## src/wdt_defs.vh

```
`ifndef WDT_DEFS_VH
`define WDT_DEFS_VH

// Byte offsets of the 32-bit register words
`define WDT_OFS_CTRL 4'h0
`define WDT_OFS_STAT 4'h4
`define WDT_OFS_MASK 4'h8

// Field positions inside watchdog_control
`define WDT_PRE_HI 7
`define WDT_PRE_LO 4
`define WDT_IRQSEL_BIT 3
`define WDT_FLAG_BIT 2
`define WDT_ARM_BIT 1
`define WDT_UNLOCK_BIT 0

// Reset values
`define WDT_PRE_RST 4'h0
`define WDT_EVT_RST 3'h0
`define WDT_RD_RST 32'h0000_0000

// Event bits of the status and mask words
`define WDT_EVT_TIMEOUT 0
`define WDT_EVT_RESET 1
`define WDT_EVT_SUPPLY 2
`define WDT_EVT_W 3

// Timebase: crystal rate in Hz and base exponent (512 crystal periods)
`define WDT_XTAL_HZ 32768
`define WDT_BASE_SHIFT 9
// Prescale code that forces an immediate reset
`define WDT_PRE_IMMEDIATE 4'h8
// Width of the crystal period counter (up to 2^16 periods)
`define WDT_CNT_W 17

`endif

```

## src/wdt_ctrl.v

```verilog
// The placing of the registers and the Avalon-MM register port were chosen for this implementation.
`timescale 1ns/1ps
`include "wdt_defs.vh"

// Contract
// Codes 3..7 give 125 to 2000 ms; 8 resets
// Select bit set: timeout interrupts instead of resetting
// Watchdog interrupt ignores the global interrupt enable
// Watchdog interrupt has fixed, unchangeable high priority
// Any timeout sets the timeout flag
// Flag cleared by writing zero or hardware reset
// Watchdog reset leaves the timeout flag set
// Writing arm one enables and restarts counting
// Software rearms each period, else reset or interrupt
// Arm cleared by zero, watchdog reset, reset, supply
// Unlock write, then very next write updates register
// Software masks interrupts around the unlock sequence
// Period is 2^pre times 512 crystal periods
// Unlocked only for the one following access
module wdt_ctrl #(
  parameter BASE_SHIFT = `WDT_BASE_SHIFT
) (
  input wire core_clk,
  input wire rst,
  input wire [3:0] avs_address,
  input wire avs_read,
  input wire avs_write,
  input wire [31:0] avs_writedata,
  input wire [3:0] avs_byteenable,
  output reg [31:0] avs_readdata,
  output wire avs_waitrequest,
  input wire xtal_in,
  input wire supply_monitor_irq,
  output reg wdt_reset_req,
  output reg watchdog_int,
  output wire irq
);

  // Bus handshake state
  wire req; // Any request present
  reg ack_q; // Second cycle of a request
  wire done; // Edge at which the access completes
  wire sel_ctrl; // Address hits watchdog_control
  wire sel_stat; // Address hits the event status word
  wire sel_mask; // Address hits the event mask word
  wire wr_ctrl; // Completing write to watchdog_control
  wire wr_stat; // Completing write to status
  wire wr_mask; // Completing write to mask

  // Control register fields
  reg [3:0] pre_q; // Prescale code
  reg respond_with_interrupt_q; // Interrupt instead of reset
  reg timeout_flag_q; // Timeout has happened
  reg watchdog_arm_q; // Watchdog running
  reg write_unlock_q; // Next access may write the register

  // Timebase and counter
  wire xtal_level; // Filtered crystal level
  wire xtal_tick; // One pulse per crystal period
  wire expire; // Period elapsed while armed
  wire apply; // Unlocked control write takes effect
  wire kick; // Software writes arm as one

  // Timeout decisions
  wire immediate; // Code 8 or above while armed
  wire reset_evt; // Timeout answered by reset
  wire int_evt; // Timeout answered by interrupt
  wire timeout_evt; // Any timeout
  wire supply_evt; // Supply monitor disarmed the watchdog

  // Event status and mask
  reg [`WDT_EVT_W-1:0] evt_q; // Sticky event bits
  reg [`WDT_EVT_W-1:0] mask_q; // Event enables
  wire [`WDT_EVT_W-1:0] evt_set; // Events this cycle
  wire [`WDT_EVT_W-1:0] evt_clr; // Write-one-to-clear pattern
  reg [31:0] rd_mux; // Read data before it is registered

  // Address decode
  assign sel_ctrl = (avs_address == `WDT_OFS_CTRL);
  assign sel_stat = (avs_address == `WDT_OFS_STAT);
  assign sel_mask = (avs_address == `WDT_OFS_MASK);

  // One wait cycle per access: data is registered before it is shown
  assign req = avs_read | avs_write;
  assign avs_waitrequest = req & ~ack_q;
  assign done = req & ack_q;

  // Writes only count through byte lane zero, where all fields sit
  assign wr_ctrl = done & avs_write & sel_ctrl & avs_byteenable[0];
  assign wr_stat = done & avs_write & sel_stat & avs_byteenable[0];
  assign wr_mask = done & avs_write & sel_mask & avs_byteenable[0];

  // Handshake phase tracking
  always @(posedge core_clk or posedge rst) begin
    if (rst) begin
      ack_q <= 1'b0;
    end else begin
      // Drops at completion so back to back requests wait again
      ack_q <= req & ~ack_q;
    end
  end

  // Read mux; unmapped words read as zero
  always @* begin
    rd_mux = `WDT_RD_RST;
    if (sel_ctrl) begin
      rd_mux[`WDT_PRE_HI:`WDT_PRE_LO] = pre_q;
      rd_mux[`WDT_IRQSEL_BIT] = respond_with_interrupt_q;
      rd_mux[`WDT_FLAG_BIT] = timeout_flag_q;
      rd_mux[`WDT_ARM_BIT] = watchdog_arm_q;
      rd_mux[`WDT_UNLOCK_BIT] = write_unlock_q;
    end else if (sel_stat) begin
      rd_mux[`WDT_EVT_W-1:0] = evt_q;
    end else if (sel_mask) begin
      rd_mux[`WDT_EVT_W-1:0] = mask_q;
    end
  end

  // Capture read data in the wait cycle; it stands at the completing edge
  always @(posedge core_clk or posedge rst) begin
    if (rst) begin
      avs_readdata <= `WDT_RD_RST;
    end else if (avs_read & ~ack_q) begin
      avs_readdata <= rd_mux;
    end
  end

  // Unlock window
  // Any completed access closes an open window, so a stray access between
  // the unlock and the real write costs the software a fresh unlock.
  always @(posedge core_clk or posedge rst) begin
    if (rst) begin
      write_unlock_q <= 1'b0;
    end else if (done) begin
      if (write_unlock_q) begin
        // Window used or wasted by this access
        write_unlock_q <= 1'b0;
      end else begin
        // Locked write with the unlock bit opens the window only
        write_unlock_q <= wr_ctrl & avs_writedata[`WDT_UNLOCK_BIT];
      end
    end
  end

  // Only the access right after the unlock may change fields
  assign apply = wr_ctrl & write_unlock_q;
  assign kick = apply & avs_writedata[`WDT_ARM_BIT];

  // Prescale and response select
  always @(posedge core_clk or posedge rst) begin
    if (rst) begin
      pre_q <= `WDT_PRE_RST;
      respond_with_interrupt_q <= 1'b0;
    end else if (apply) begin
      pre_q <= avs_writedata[`WDT_PRE_HI:`WDT_PRE_LO];
      respond_with_interrupt_q <= avs_writedata[`WDT_IRQSEL_BIT];
    end
  end

  // Crystal timebase, brought in from the pin
  wdt_sync u_xtal_sync (
    .clk(core_clk),
    .rst(rst),
    .din(xtal_in),
    .level_q(xtal_level),
    .rise_q(xtal_tick)
  );

  // Period counter; a kick restarts it from zero
  wdt_period_counter #(
    .BASE_SHIFT(BASE_SHIFT)
  ) u_period (
    .clk(core_clk),
    .rst(rst),
    .tick(xtal_tick & xtal_level),
    .clear(kick),
    .run(watchdog_arm_q),
    .pre(pre_q),
    .expire_q(expire)
  );

  // Reserved codes above 8 are treated as code 8: safest failure mode
  assign immediate = watchdog_arm_q & (pre_q >= `WDT_PRE_IMMEDIATE);

  // Immediate reset ignores the response select
  assign reset_evt = watchdog_arm_q & ((expire & ~respond_with_interrupt_q) | immediate);
  assign int_evt = watchdog_arm_q & expire & respond_with_interrupt_q & ~immediate;
  assign timeout_evt = reset_evt | int_evt;
  assign supply_evt = supply_monitor_irq & watchdog_arm_q;

  // Arm bit
  // Hardware clears win over a software kick: a failing supply or a reset
  // being issued must not leave a live watchdog behind.
  always @(posedge core_clk or posedge rst) begin
    if (rst) begin
      watchdog_arm_q <= 1'b0;
    end else if (supply_monitor_irq | reset_evt) begin
      // Supply event or own reset disarms
      watchdog_arm_q <= 1'b0;
    end else if (apply) begin
      // Write of one arms, zero disarms
      watchdog_arm_q <= avs_writedata[`WDT_ARM_BIT];
    end
  end

  // Timeout flag
  // Only rst clears it by hardware; the watchdog reset goes out on
  // wdt_reset_req and must not be wired back to rst, or the cause is lost.
  always @(posedge core_clk or posedge rst) begin
    if (rst) begin
      timeout_flag_q <= 1'b0;
    end else if (timeout_evt) begin
      // Set wins over a same-cycle clear
      timeout_flag_q <= 1'b1;
    end else if (apply & ~avs_writedata[`WDT_FLAG_BIT]) begin
      timeout_flag_q <= 1'b0;
    end
  end

  // Reset request pulse toward the system reset logic
  always @(posedge core_clk or posedge rst) begin
    if (rst) begin
      wdt_reset_req <= 1'b0;
    end else begin
      // Block state survives; the flag and the status reset event bit tell the cause afterwards
      wdt_reset_req <= reset_evt;
    end
  end

  // Dedicated interrupt line
  // It runs straight to the core's top-priority input, outside the global
  // enable and the priority registers, so software cannot mute or demote it.
  always @(posedge core_clk or posedge rst) begin
    if (rst) begin
      watchdog_int <= 1'b0;
    end else if (int_evt) begin
      // Set wins over a same-cycle acknowledge
      watchdog_int <= 1'b1;
    end else if (apply & ~avs_writedata[`WDT_FLAG_BIT]) begin
      // Acknowledged by clearing the timeout flag
      watchdog_int <= 1'b0;
    end
  end

  // Event sources for the maskable bus interrupt
  assign evt_set[`WDT_EVT_TIMEOUT] = timeout_evt;
  assign evt_set[`WDT_EVT_RESET] = reset_evt;
  assign evt_set[`WDT_EVT_SUPPLY] = supply_evt;
  assign evt_clr = wr_stat ? avs_writedata[`WDT_EVT_W-1:0] : `WDT_EVT_RST;

  // Sticky status, write one to clear, new events win
  always @(posedge core_clk or posedge rst) begin
    if (rst) begin
      evt_q <= `WDT_EVT_RST;
    end else begin
      evt_q <= (evt_q & ~evt_clr) | evt_set;
    end
  end

  // Mask register
  always @(posedge core_clk or posedge rst) begin
    if (rst) begin
      mask_q <= `WDT_EVT_RST;
    end else if (wr_mask) begin
      mask_q <= avs_writedata[`WDT_EVT_W-1:0];
    end
  end

  // Level interrupt while any enabled event is pending
  assign irq = |(evt_q & mask_q);

endmodule

```

## src/wdt_period_counter.v

```verilog
`timescale 1ns/1ps
`include "wdt_defs.vh"
// Counts crystal ticks; pulses when 2^(pre+BASE_SHIFT) ticks have passed
module wdt_period_counter #(
  parameter BASE_SHIFT = `WDT_BASE_SHIFT
) (
  input wire clk,
  input wire rst,
  input wire tick,
  input wire clear,
  input wire run,
  input wire [3:0] pre,
  output reg expire_q
);
  localparam [4:0] SHIFT = BASE_SHIFT[4:0]; // Base exponent, sized for the adder
  wire [`WDT_CNT_W-1:0] one; // Constant one at counter width
  wire [4:0] shamt; // Total exponent of the period
  wire [`WDT_CNT_W-1:0] limit; // Last count of the period
  reg [`WDT_CNT_W-1:0] cnt_q; // Ticks seen so far

  assign one = {{(`WDT_CNT_W-1){1'b0}}, 1'b1};
  assign shamt = {2'b00, pre[2:0]} + SHIFT;
  assign limit = (one << shamt) - one;

  // Codes with pre[3] set never expire here; the top handles them at once
  always @(posedge clk or posedge rst) begin
    if (rst) begin
      cnt_q <= {`WDT_CNT_W{1'b0}};
      expire_q <= 1'b0;
    end else if (clear | ~run) begin
      // Restart on a kick or while disarmed
      cnt_q <= {`WDT_CNT_W{1'b0}};
      expire_q <= 1'b0;
    end else begin
      expire_q <= 1'b0;
      if (tick & ~pre[3]) begin
        if (cnt_q == limit) begin
          // Period complete
          cnt_q <= {`WDT_CNT_W{1'b0}};
          expire_q <= 1'b1;
        end else begin
          cnt_q <= cnt_q + one;
        end
      end
    end
  end
endmodule

```

## src/wdt_sync.v

```verilog
`timescale 1ns/1ps
// Three-stage synchroniser with agreement filter and rising-edge pulse
module wdt_sync (
  input wire clk,
  input wire rst,
  input wire din,
  output reg level_q,
  output reg rise_q
);
  reg s1_q; // First stage, read only by s2_q
  reg s2_q; // Second stage
  reg s3_q; // Third stage

  // Level moves only once stages two and three agree
  always @(posedge clk or posedge rst) begin
    if (rst) begin
      s1_q <= 1'b0;
      s2_q <= 1'b0;
      s3_q <= 1'b0;
      level_q <= 1'b0;
      rise_q <= 1'b0;
    end else begin
      s1_q <= din;
      s2_q <= s1_q;
      s3_q <= s2_q;
      if (s2_q == s3_q) begin
        level_q <= s3_q;
      end
      // One pulse per accepted low-to-high change
      rise_q <= (s2_q == s3_q) & s3_q & ~level_q;
    end
  end
endmodule
```

## config.mk

```make
export PLATFORM = sky130hd
export DESIGN_NAME = wdt_ctrl
export DESIGN_NICKNAME = d
export VERILOG_FILES = /design/src/wdt_ctrl.v /design/src/wdt_period_counter.v /design/src/wdt_sync.v
export VERILOG_INCLUDE_DIRS = /design/src
export SDC_FILE = /design/constraint.sdc
export NUM_CORES = 1
export LEC_CHECK = 0
export ABC_AREA = 1
export ABC_CLOCK_PERIOD_IN_PS = 3550
export BUFFER_PORTS_ARGS = -buffer_cell sky130_fd_sc_hd__buf_4
export CAP_MARGIN = 20
export CORE_MARGIN = 1
export CORE_UTILIZATION = 47
export DETAILED_ROUTE_END_ITERATION = 10
export GPL_TIMING_DRIVEN = 0
export PLACE_DENSITY_LB_ADDON = 0.15
export SYNTH_ARGS = -nofsm -noshare
export SYNTH_HDL_FRONTEND = slang
export SYNTH_SLANG_ARGS = --single-unit
```

## constraint.sdc

```tcl
create_clock -name core_clk -period 3.55 [get_ports core_clk]
set_clock_uncertainty 0.2 [all_clocks]
set_input_delay 0.355 -clock core_clk [delete_from_list [all_inputs] [get_ports core_clk]]
set_output_delay 0.355 -clock core_clk [all_outputs]
set_load 0.03 [all_outputs]
```

==> results of run 1 <==
## per-layer routing
layer	vias to the layer above	track usage (%)	wire [um]
met5	-	0	0
met4	0	7.12	100
met3	7	3.95	314
met2	66	33.5	3330
met1	1342	27.9	3430
li1	1543	-	-
## through the flow
step                cells  total power [uW]  setup WS, ns
finish                620              1120         0.303
global route          620              1170        0.0724
CTS                   620              1140         0.153
detailed placement    610               775         0.163
global placement      609               769         0.210
floorplan             483               721         0.654
## cell usage after synthesis, types with 2 or more instances
library cell,count
o211ai_1,2
buf_4,24
o21ai_0,29
nand3b_1,3
nor2_2,4
buf_2,4
inv_1,50
nand2_1,139
nand4_1,12
xor2_1,10
nor2_4,4
conb_1,2
nand3_1,33
clkbuf_1,2
nand2_2,9
nand3_4,2
a21oi_1,4
mux2_2,3
inv_2,4
ha_1,4
xnor2_1,2
o21ai_1,3
dfrtp_1,48
nor2_1,37
nand3_2,2
nor3_1,9
## power by group through the flow
stage | logic (uW) | clock network, uW | registers [uW]
floorplan | 121 | 0 | 600
global placement | 179 | 0 | 590
detailed placement | 184 | 0 | 590
CTS | 187 | 373 | 579
global route | 205 | 385 | 582
finish | 186 | 358 | 579
## cell families after synthesis
logic type      synth area share [%]
mux                             1.03
buf+inv                         13.1
other cells                    0.228
xor+xnor                        3.20
fa+ha+maj                       1.52
flops                           36.5
compound gates                  8.45
simple gates                    35.9
## cell usage in the layout (no fill, tap or decap), drive strengths merged
master,netlist,routed
a211oi,1,1
dfrtp,48,48
dlygate4sd3,0,2
nand4,12,12
ha,4,4
nor4,1,1
clkinv,1,2
a21oi,4,4
mux2,3,3
o21bai,3,3
nor3,9,9
nor3b,1,1
nand3b,3,3
o21a,1,1
a31oi,1,1
nor2,45,45
buf,29,60
o41ai,1,1
o2111ai,1,1
clkbuf,3,9
o211ai,2,2
inv,54,55
xor2,10,10
nand2,149,149
xnor2,2,2
nand3,37,37
conb,2,25
o21ai,32,32
and2,1,1
## flip-flops by register name (all words and copies together) (netlist names), 3 cells and up
register / count
u_period.cnt_q: 17
avs_readdata: 8
pre_q: 4
evt_q: 3
mask_q: 3
## worst register-to-register path, delay by kind of cell (launching register included)
family / cells / cell delay [ns]
flops: 1 / 0.47
buf+inv: 4 / 0.41
simple gates: 9 / 0.99
compound gates: 2 / 0.42
fa+ha+maj: 2 / 0.67
## how the worst max path moves through the flow
stage,from,endpoint,cells past startpoint
global route,pre_q[1],u_period.cnt_q[15],17
detailed placement,pre_q[1],u_period.cnt_q[2],18
floorplan,pre_q[1],u_period.cnt_q[10],18
global placement,pre_q[1],u_period.cnt_q[2],18
finish,pre_q[1],u_period.cnt_q[2],17
CTS,pre_q[1],u_period.cnt_q[2],18
## cell type report
| class | instances | area (sq um) |
|---|---|---|
| fillers | 667 | 2930 |
| multi-input cells | 348 | 1750 |
| flip-flops and latches | 48 | 1200 |
| repair buffers | 33 | 265 |
| plain buffers | 32 | 224 |
| inverters | 55 | 208 |
| well taps | 96 | 120 |
| clock buffers | 6 | 82.6 |
| clock inverters | 2 | 13.8 |
## timing repair
item,in CTS,in global routing
hold buffers,2,0
resized for setup,0,3
setup buffers,0,0
endpoints found under the hold margin,24,0
endpoints found under the setup margin,0,17
==> impl_metrics.json, run 1 <==
{
  "n_antenna_cell": 0,
  "worstReg2RegEnd": "u_period.cnt_q[2]",
  "wl_um": 7180,
  "slowest_stage": "dfrtp_2",
  "comb_power_share_pct": 16.5,
  "synth_warnings": 0,
  "hpwl_um": 5650,
  "max_freq_mhz": 308,
  "antenna_found_initial": 0,
  "min_period_ns": 3.25,
  "synth_edf_count": 0,
  "setup.worst_path.class": "reg -> reg",
  "grt_pass1_wl_um": 12100,
  "grt_pass1_vias": 2656,
  "leakage_uw": 0.00198,
  "drtPass1Iterations": 4,
  "grt_remaining_overflow": 0,
  "min_from": "supply_monitor_irq",
  "cpPeakStageDelay_ns": 0.47,
  "fin_util_pct": 56.9,
  "cts.path.max_buffers": 2,
  "clkTransAtPathRegs_ns": 0.10,
  "setup_viol": 0,
  "synth-seq-cells": 48,
  "initial_utilization_pct": 48.4,
  "nets": 573,
  "rows": 30,
  "seq_area_frac_synth_pct": 36.5,
  "irDropWorstVdd_uv": 169,
  "ant_nets": 0,
  "cts_num_sinks": 48,
  "synth_top_area_share_pct": 36.5,
  "max-cap-violations": 0,
  "ios": 82,
  "syn_area_per_cell_sq_um": 7.15,
  "async_flop_share_pct": 100,
  "status": "finished, final reports clean",
  "htreeDepth": 2,
  "cts_tree": "yes",
  "die_w_um": 85.6,
  "cts_made_buffers": 5,
  "hold_violations": 0,
  "p_sw_uw": 326,
  "required_ns": 3.56,
  "clock_latency_ns": 0.31,
  "finalInstanceArea_sq_um": 3860,
  "drt_iter0_markers": 162,
  "hold_path_depth": 2,
  "p_sw_share_pct": 29.0,
  "hold_class": "in -> reg",
  "fp.coreArea_sq_um": 6790,
  "grt_util_all_layers_pct": 20.7,
  "syn_inst": 460,
  "drive_gt1_share_pct": 20.2,
  "place_area_sq_um": 3740,
  "worst-path-max-fanout": 10,
  "wire_per_inst_um": 11.6,
  "p_int_uw": 797,
  "cts_root_buffer": "clkbuf_8",
  "reg2reg_depth": 17,
  "crit_chain": "nand2_1 > clkinv_2 > ha_2 > nor2_2 > buf_6 > nand2_2 > ha_2 > inv_1 > o21bai_4 > nand2_2 > inv_1 > o21ai_0 > nand2_1 > nor2_1 > nand3_2 > nand3_1 > nand2_1",
  "path_buf_inv": 4,
  "synth_cell_types": 41,
  "grt_max_degree": 26,
  "holdWs_ns": 0.0123,
  "seqPwrFrac_pct": 51.6,
  "synth_area_leaders": "dfrtp_1 (37%), nand2_1 (16%), inv_1 (5.7%)",
  "timing.rr.start": "pre_q[1]",
  "cp-start-kind": "register",
  "tightest_slew_ns": 0.601,
  "hold-path-endpoint": "watchdog_arm_q",
  "cp.arrival_ns": 3.26,
  "fin_setup_tns_ns": 0,
  "endpoint_kind": "register",
  "synthToLayoutAreaGrowth_pct": 17.5,
  "critical_path.most_common_cell": "nand2_1",
  "portBuffers": 30,
  "post-route-period-util_pct": 91.5,
  "crit_family": "simple AND/OR/NAND/NOR gates",
  "slew_violations": 0,
  "slew_headroom_pct": 59.8,
  "ys.flop_type": "dfrtp_1",
  "dieArea_sq_um": 7330,
  "rsz0062_at_grt": "false",
  "synth_area_sq_um": 3290,
  "synth_top_cell_by_area": "dfrtp_1",
  "power_density_nw_per_um2": 291,
  "drc": 0,
  "rrSetupSlack_ns": 0.30,
  "vias": 2958,
  "die_y_um": 85.6,
  "gp_congestion": 0.954,
  "pwr-share-clk_pct": 31.9,
  "routed_via_density": 4.77
}
No activity file was read; power rests on OpenSTA's default activity.
==> run 2, diff against run 1 <==
Settings changed: ABC_AREA 1 to unset.
==> run 2 against run 1 <==
  * Cell area up 6.6%
  * Largest power group unchanged
  * Clock power shrank 1%
  * Via count up 0.30%
  * Wire length increased by 11%
  * Register-to-register slack lost 0.17 ns
  * Die area up 1.9%
  * Synthesized cell count decreased by 18%
==> impl_metrics.json, run 2 <==
{
  "ant_nets": 0,
  "cts_tree": "yes",
  "hold_class": "in -> reg",
  "use_met2_pct": 35.6,
  "wl_um": 7990,
  "cp-endpoint": "u_period.cnt_q[11]",
  "grt_max_degree": 42,
  "leakage_uw": 0.00188,
  "nets": 500,
  "grt_pass1_vias": 2615,
  "clkTransAtPathRegs_ns": 0.09,
  "synth_warnings": 0,
  "hold_violations": 0,
  "rrSetupSlack_ns": 0.13,
  "drt_iter0_markers": 130,
  "cp-start-kind": "register",
  "wire_per_inst_um": 14.6,
  "synthSimpleGateAreaFrac_pct": 25.0,
  "grt_pass1_wl_um": 13000,
  "fin_ws_ns": 0.128,
  "endpoint_kind": "register",
  "synth.mux.area_fraction_pct": 4.52,
  "irDropWorstVdd_uv": 129,
  "place_ws_ns": -0.320,
  "worst-path-max-fanout": 10,
  "clock_latency_ns": 0.31,
  "routed_via_density": 5.42,
  "setup_viol": 0,
  "rows": 30,
  "max-cap-violations": 0,
  "synth_top_cell_by_area": "dfrtp_1",
  "cts.path.max_buffers": 2,
  "seq_area_frac_synth_pct": 35.8,
  "reg_top3": "u_period.cnt_q x17, avs_readdata x8, pre_q x4",
  "required_ns": 3.54,
  "htreeDepth": 2,
  "tightest_slew_ns": 0.696,
  "n_antenna_cell": 0,
  "dp_cells": 526,
  "power_uw": 1080,
  "fin_util_pct": 60.3,
  "layout_commonest_cell": "buf_4",
  "hpwl_um": 5650,
  "vias": 2967,
  "yosysMostFrequentCell": "nand2_1",
  "largest_register_ffs": 17,
  "max_freq_mhz": 292,
  "cts_made_buffers": 5,
  "synth_xor_area_share_pct": 2.61,
  "async_flop_share_pct": 100,
  "slew_headroom_pct": 53.4,
  "synth-seq-cells": 48,
  "cts_root_buffer": "clkbuf_8",
  "setup.worst_path.class": "reg -> reg",
  "antenna_found_initial": 0,
  "cts_num_sinks": 48,
  "synth_fa_ha_area_share_pct": 1.49,
  "busiest_layer": "met2",
  "synth_area_sq_um": 3350,
  "syn_area_per_cell_sq_um": 8.89,
  "post-route-period-util_pct": 96.4,
  "ios": 82,
  "synth_top_family_by_area": "simple AND/OR/NAND/NOR gates",
  "synth_top_area_share_pct": 35.8,
  "regMostFlops": "u_period.cnt_q",
  "worstReg2RegEnd": "u_period.cnt_q[11]",
  "power_density_nw_per_um2": 263,
  "slew_violations": 0,
  "drc": 0,
  "ys.flop_type": "dfrtp_1",
  "final_cell_mix": "buf_4 (67), nand2_1 (63), dfrtp_1 (46)",
  "synth_edf_count": 0,
  "synth_area_leaders": "dfrtp_1 (36%), nand2_1 (7.3%), buf_4 (5.8%)",
  "met3_usage_pct": 3.71,
  "stdcell_count": 547,
  "crit_start": "pre_q[0]",
  "syn_inst": 377,
  "synth_commonest_cells": "nand2_1 (65), dfrtp_1 (48), buf_4 (26)",
  "drtPass1Iterations": 4,
  "die_w_um": 86.5,
  "grt_remaining_overflow": 0,
  "min_period_ns": 3.42,
  "reg2reg_depth": 17,
  "grtUsageMet1_pct": 31.3,
  "grt_util_all_layers_pct": 22.3,
  "portBuffers": 29,
  "synth_cell_types": 70,
  "status": "finished, final reports clean",
  "initial_utilization_pct": 49.1,
  "fp.coreArea_sq_um": 6830,
  "die_y_um": 86.5,
  "synth_compound_area_share_pct": 19.8,
  "drive_gt1_share_pct": 29.5,
  "timing.rr.start": "pre_q[0]",
  "dieArea_sq_um": 7470,
  "cp.arrival_ns": 3.41,
  "synthToLayoutAreaGrowth_pct": 22.8,
  "gp_congestion": 0.893
}
-- run 2: cell types whose count changed after synthesis, sizes merged, moves of 5 or more --
cell | previous run | this run
inv | 54 | 9
xor2 | 10 | 4
and3b | 0 | 6
nand3 | 37 | 16
o211ai | 2 | 25
nand2 | 149 | 66
buf | 29 | 39
nand4 | 12 | 4
mux2i | 0 | 5
clkbuf | 3 | 9
nor2 | 45 | 23
mux2 | 3 | 9
o21ai | 32 | 21
nor4 | 1 | 6
-- run 2: where the power goes --
group / total, uW / internal (uW) / switching [uW]
clock: 354 / 158 / 196
sequential: 570 / 560 / 10.1
combinational: 161 / 65.3 / 95.4
total: 1080 / 783 / 301
-- run 2: metal layers --
metal	routed length (um)	share of wire [%]
met2	3760	47
met1	3760	47
met3	362	4.5
met4	97	1.2
met5	0	0
-- run 2: timing repair --
item,in CTS,in global routing
pin swaps,4,9
gates cloned,0,1
resized for setup,11,19
hold endpoints to repair,8,0
hold buffers,2,0
setup endpoints to repair,18,18
buffers inserted,7,4
-- run 2: cell families after synthesis --
group / after synthesis
and+or+nand+nor: 157
AOI/OAI and AO/OA: 85
buffers and inverters: 57
DFF: 48
muxes: 14
xor gates and xnor gates: 10
adders and majority gates: 4
other: 2
-- run 2: worst max-delay path, stage by stage (launching register included) --
cell and delay (ns):
dfrtp_2 0.42, buf_6 0.15, nand2_4 0.07, inv_2 0.05, ha_1 0.18, buf_6 0.14, and3b_2 0.27, nand2_2 0.07
ha_4 0.19, buf_4 0.16, nor2_1 0.10, a211o_1 0.14, o211ai_1 0.15, nor4_4 0.30, nand4b_4 0.22, clkbuf_16 0.21
o211ai_1 0.19, o211ai_2 0.12
-- run 2: layout make-up --
type / instances / area (sq um)
buffer: 47 / 333
clock buffer: 6 / 82.6
clock inverter: 2 / 15.0
fill: 632 / 2720
inverter: 9 / 33.8
multi-input combinational: 295 / 1960
sequential: 48 / 1200
tap: 96 / 120
timing repair buffer: 44 / 365
-- run 2: how the worst min path moves through the flow --
stage                             startpoint          endpoint  slack [ns]  cells past startpoint
after global placement      u_xtal_sync.s1_q  u_xtal_sync.s2_q        0.13                      0
after CTS                 supply_monitor_irq    watchdog_arm_q       0.002                      2
final                     supply_monitor_irq    watchdog_arm_q       0.008                      2
after global routing      supply_monitor_irq    watchdog_arm_q        0.01                      2
after floorplan             u_xtal_sync.s1_q  u_xtal_sync.s2_q        0.13                      0
after detailed placement                 rst  u_xtal_sync.s1_q        0.09                      2
-- run 2: through the flow --
| stage | hold slack (ns) | instance area [sq um] | setup TNS (ns) |
|---|---|---|---|
| 3_3_place_gp | 0.134 | 3780 | -4.55 |
| 3_5_place_dp | 0.0890 | 3800 | -4.71 |
| 5_1_grt | 0.00956 | 4120 | -0.00110 |
| 2_1_floorplan | 0.131 | 3440 | 0 |
| 6_report | 0.00787 | 4120 | 0 |
| 4_1_cts | 0.00237 | 4000 | 0 |
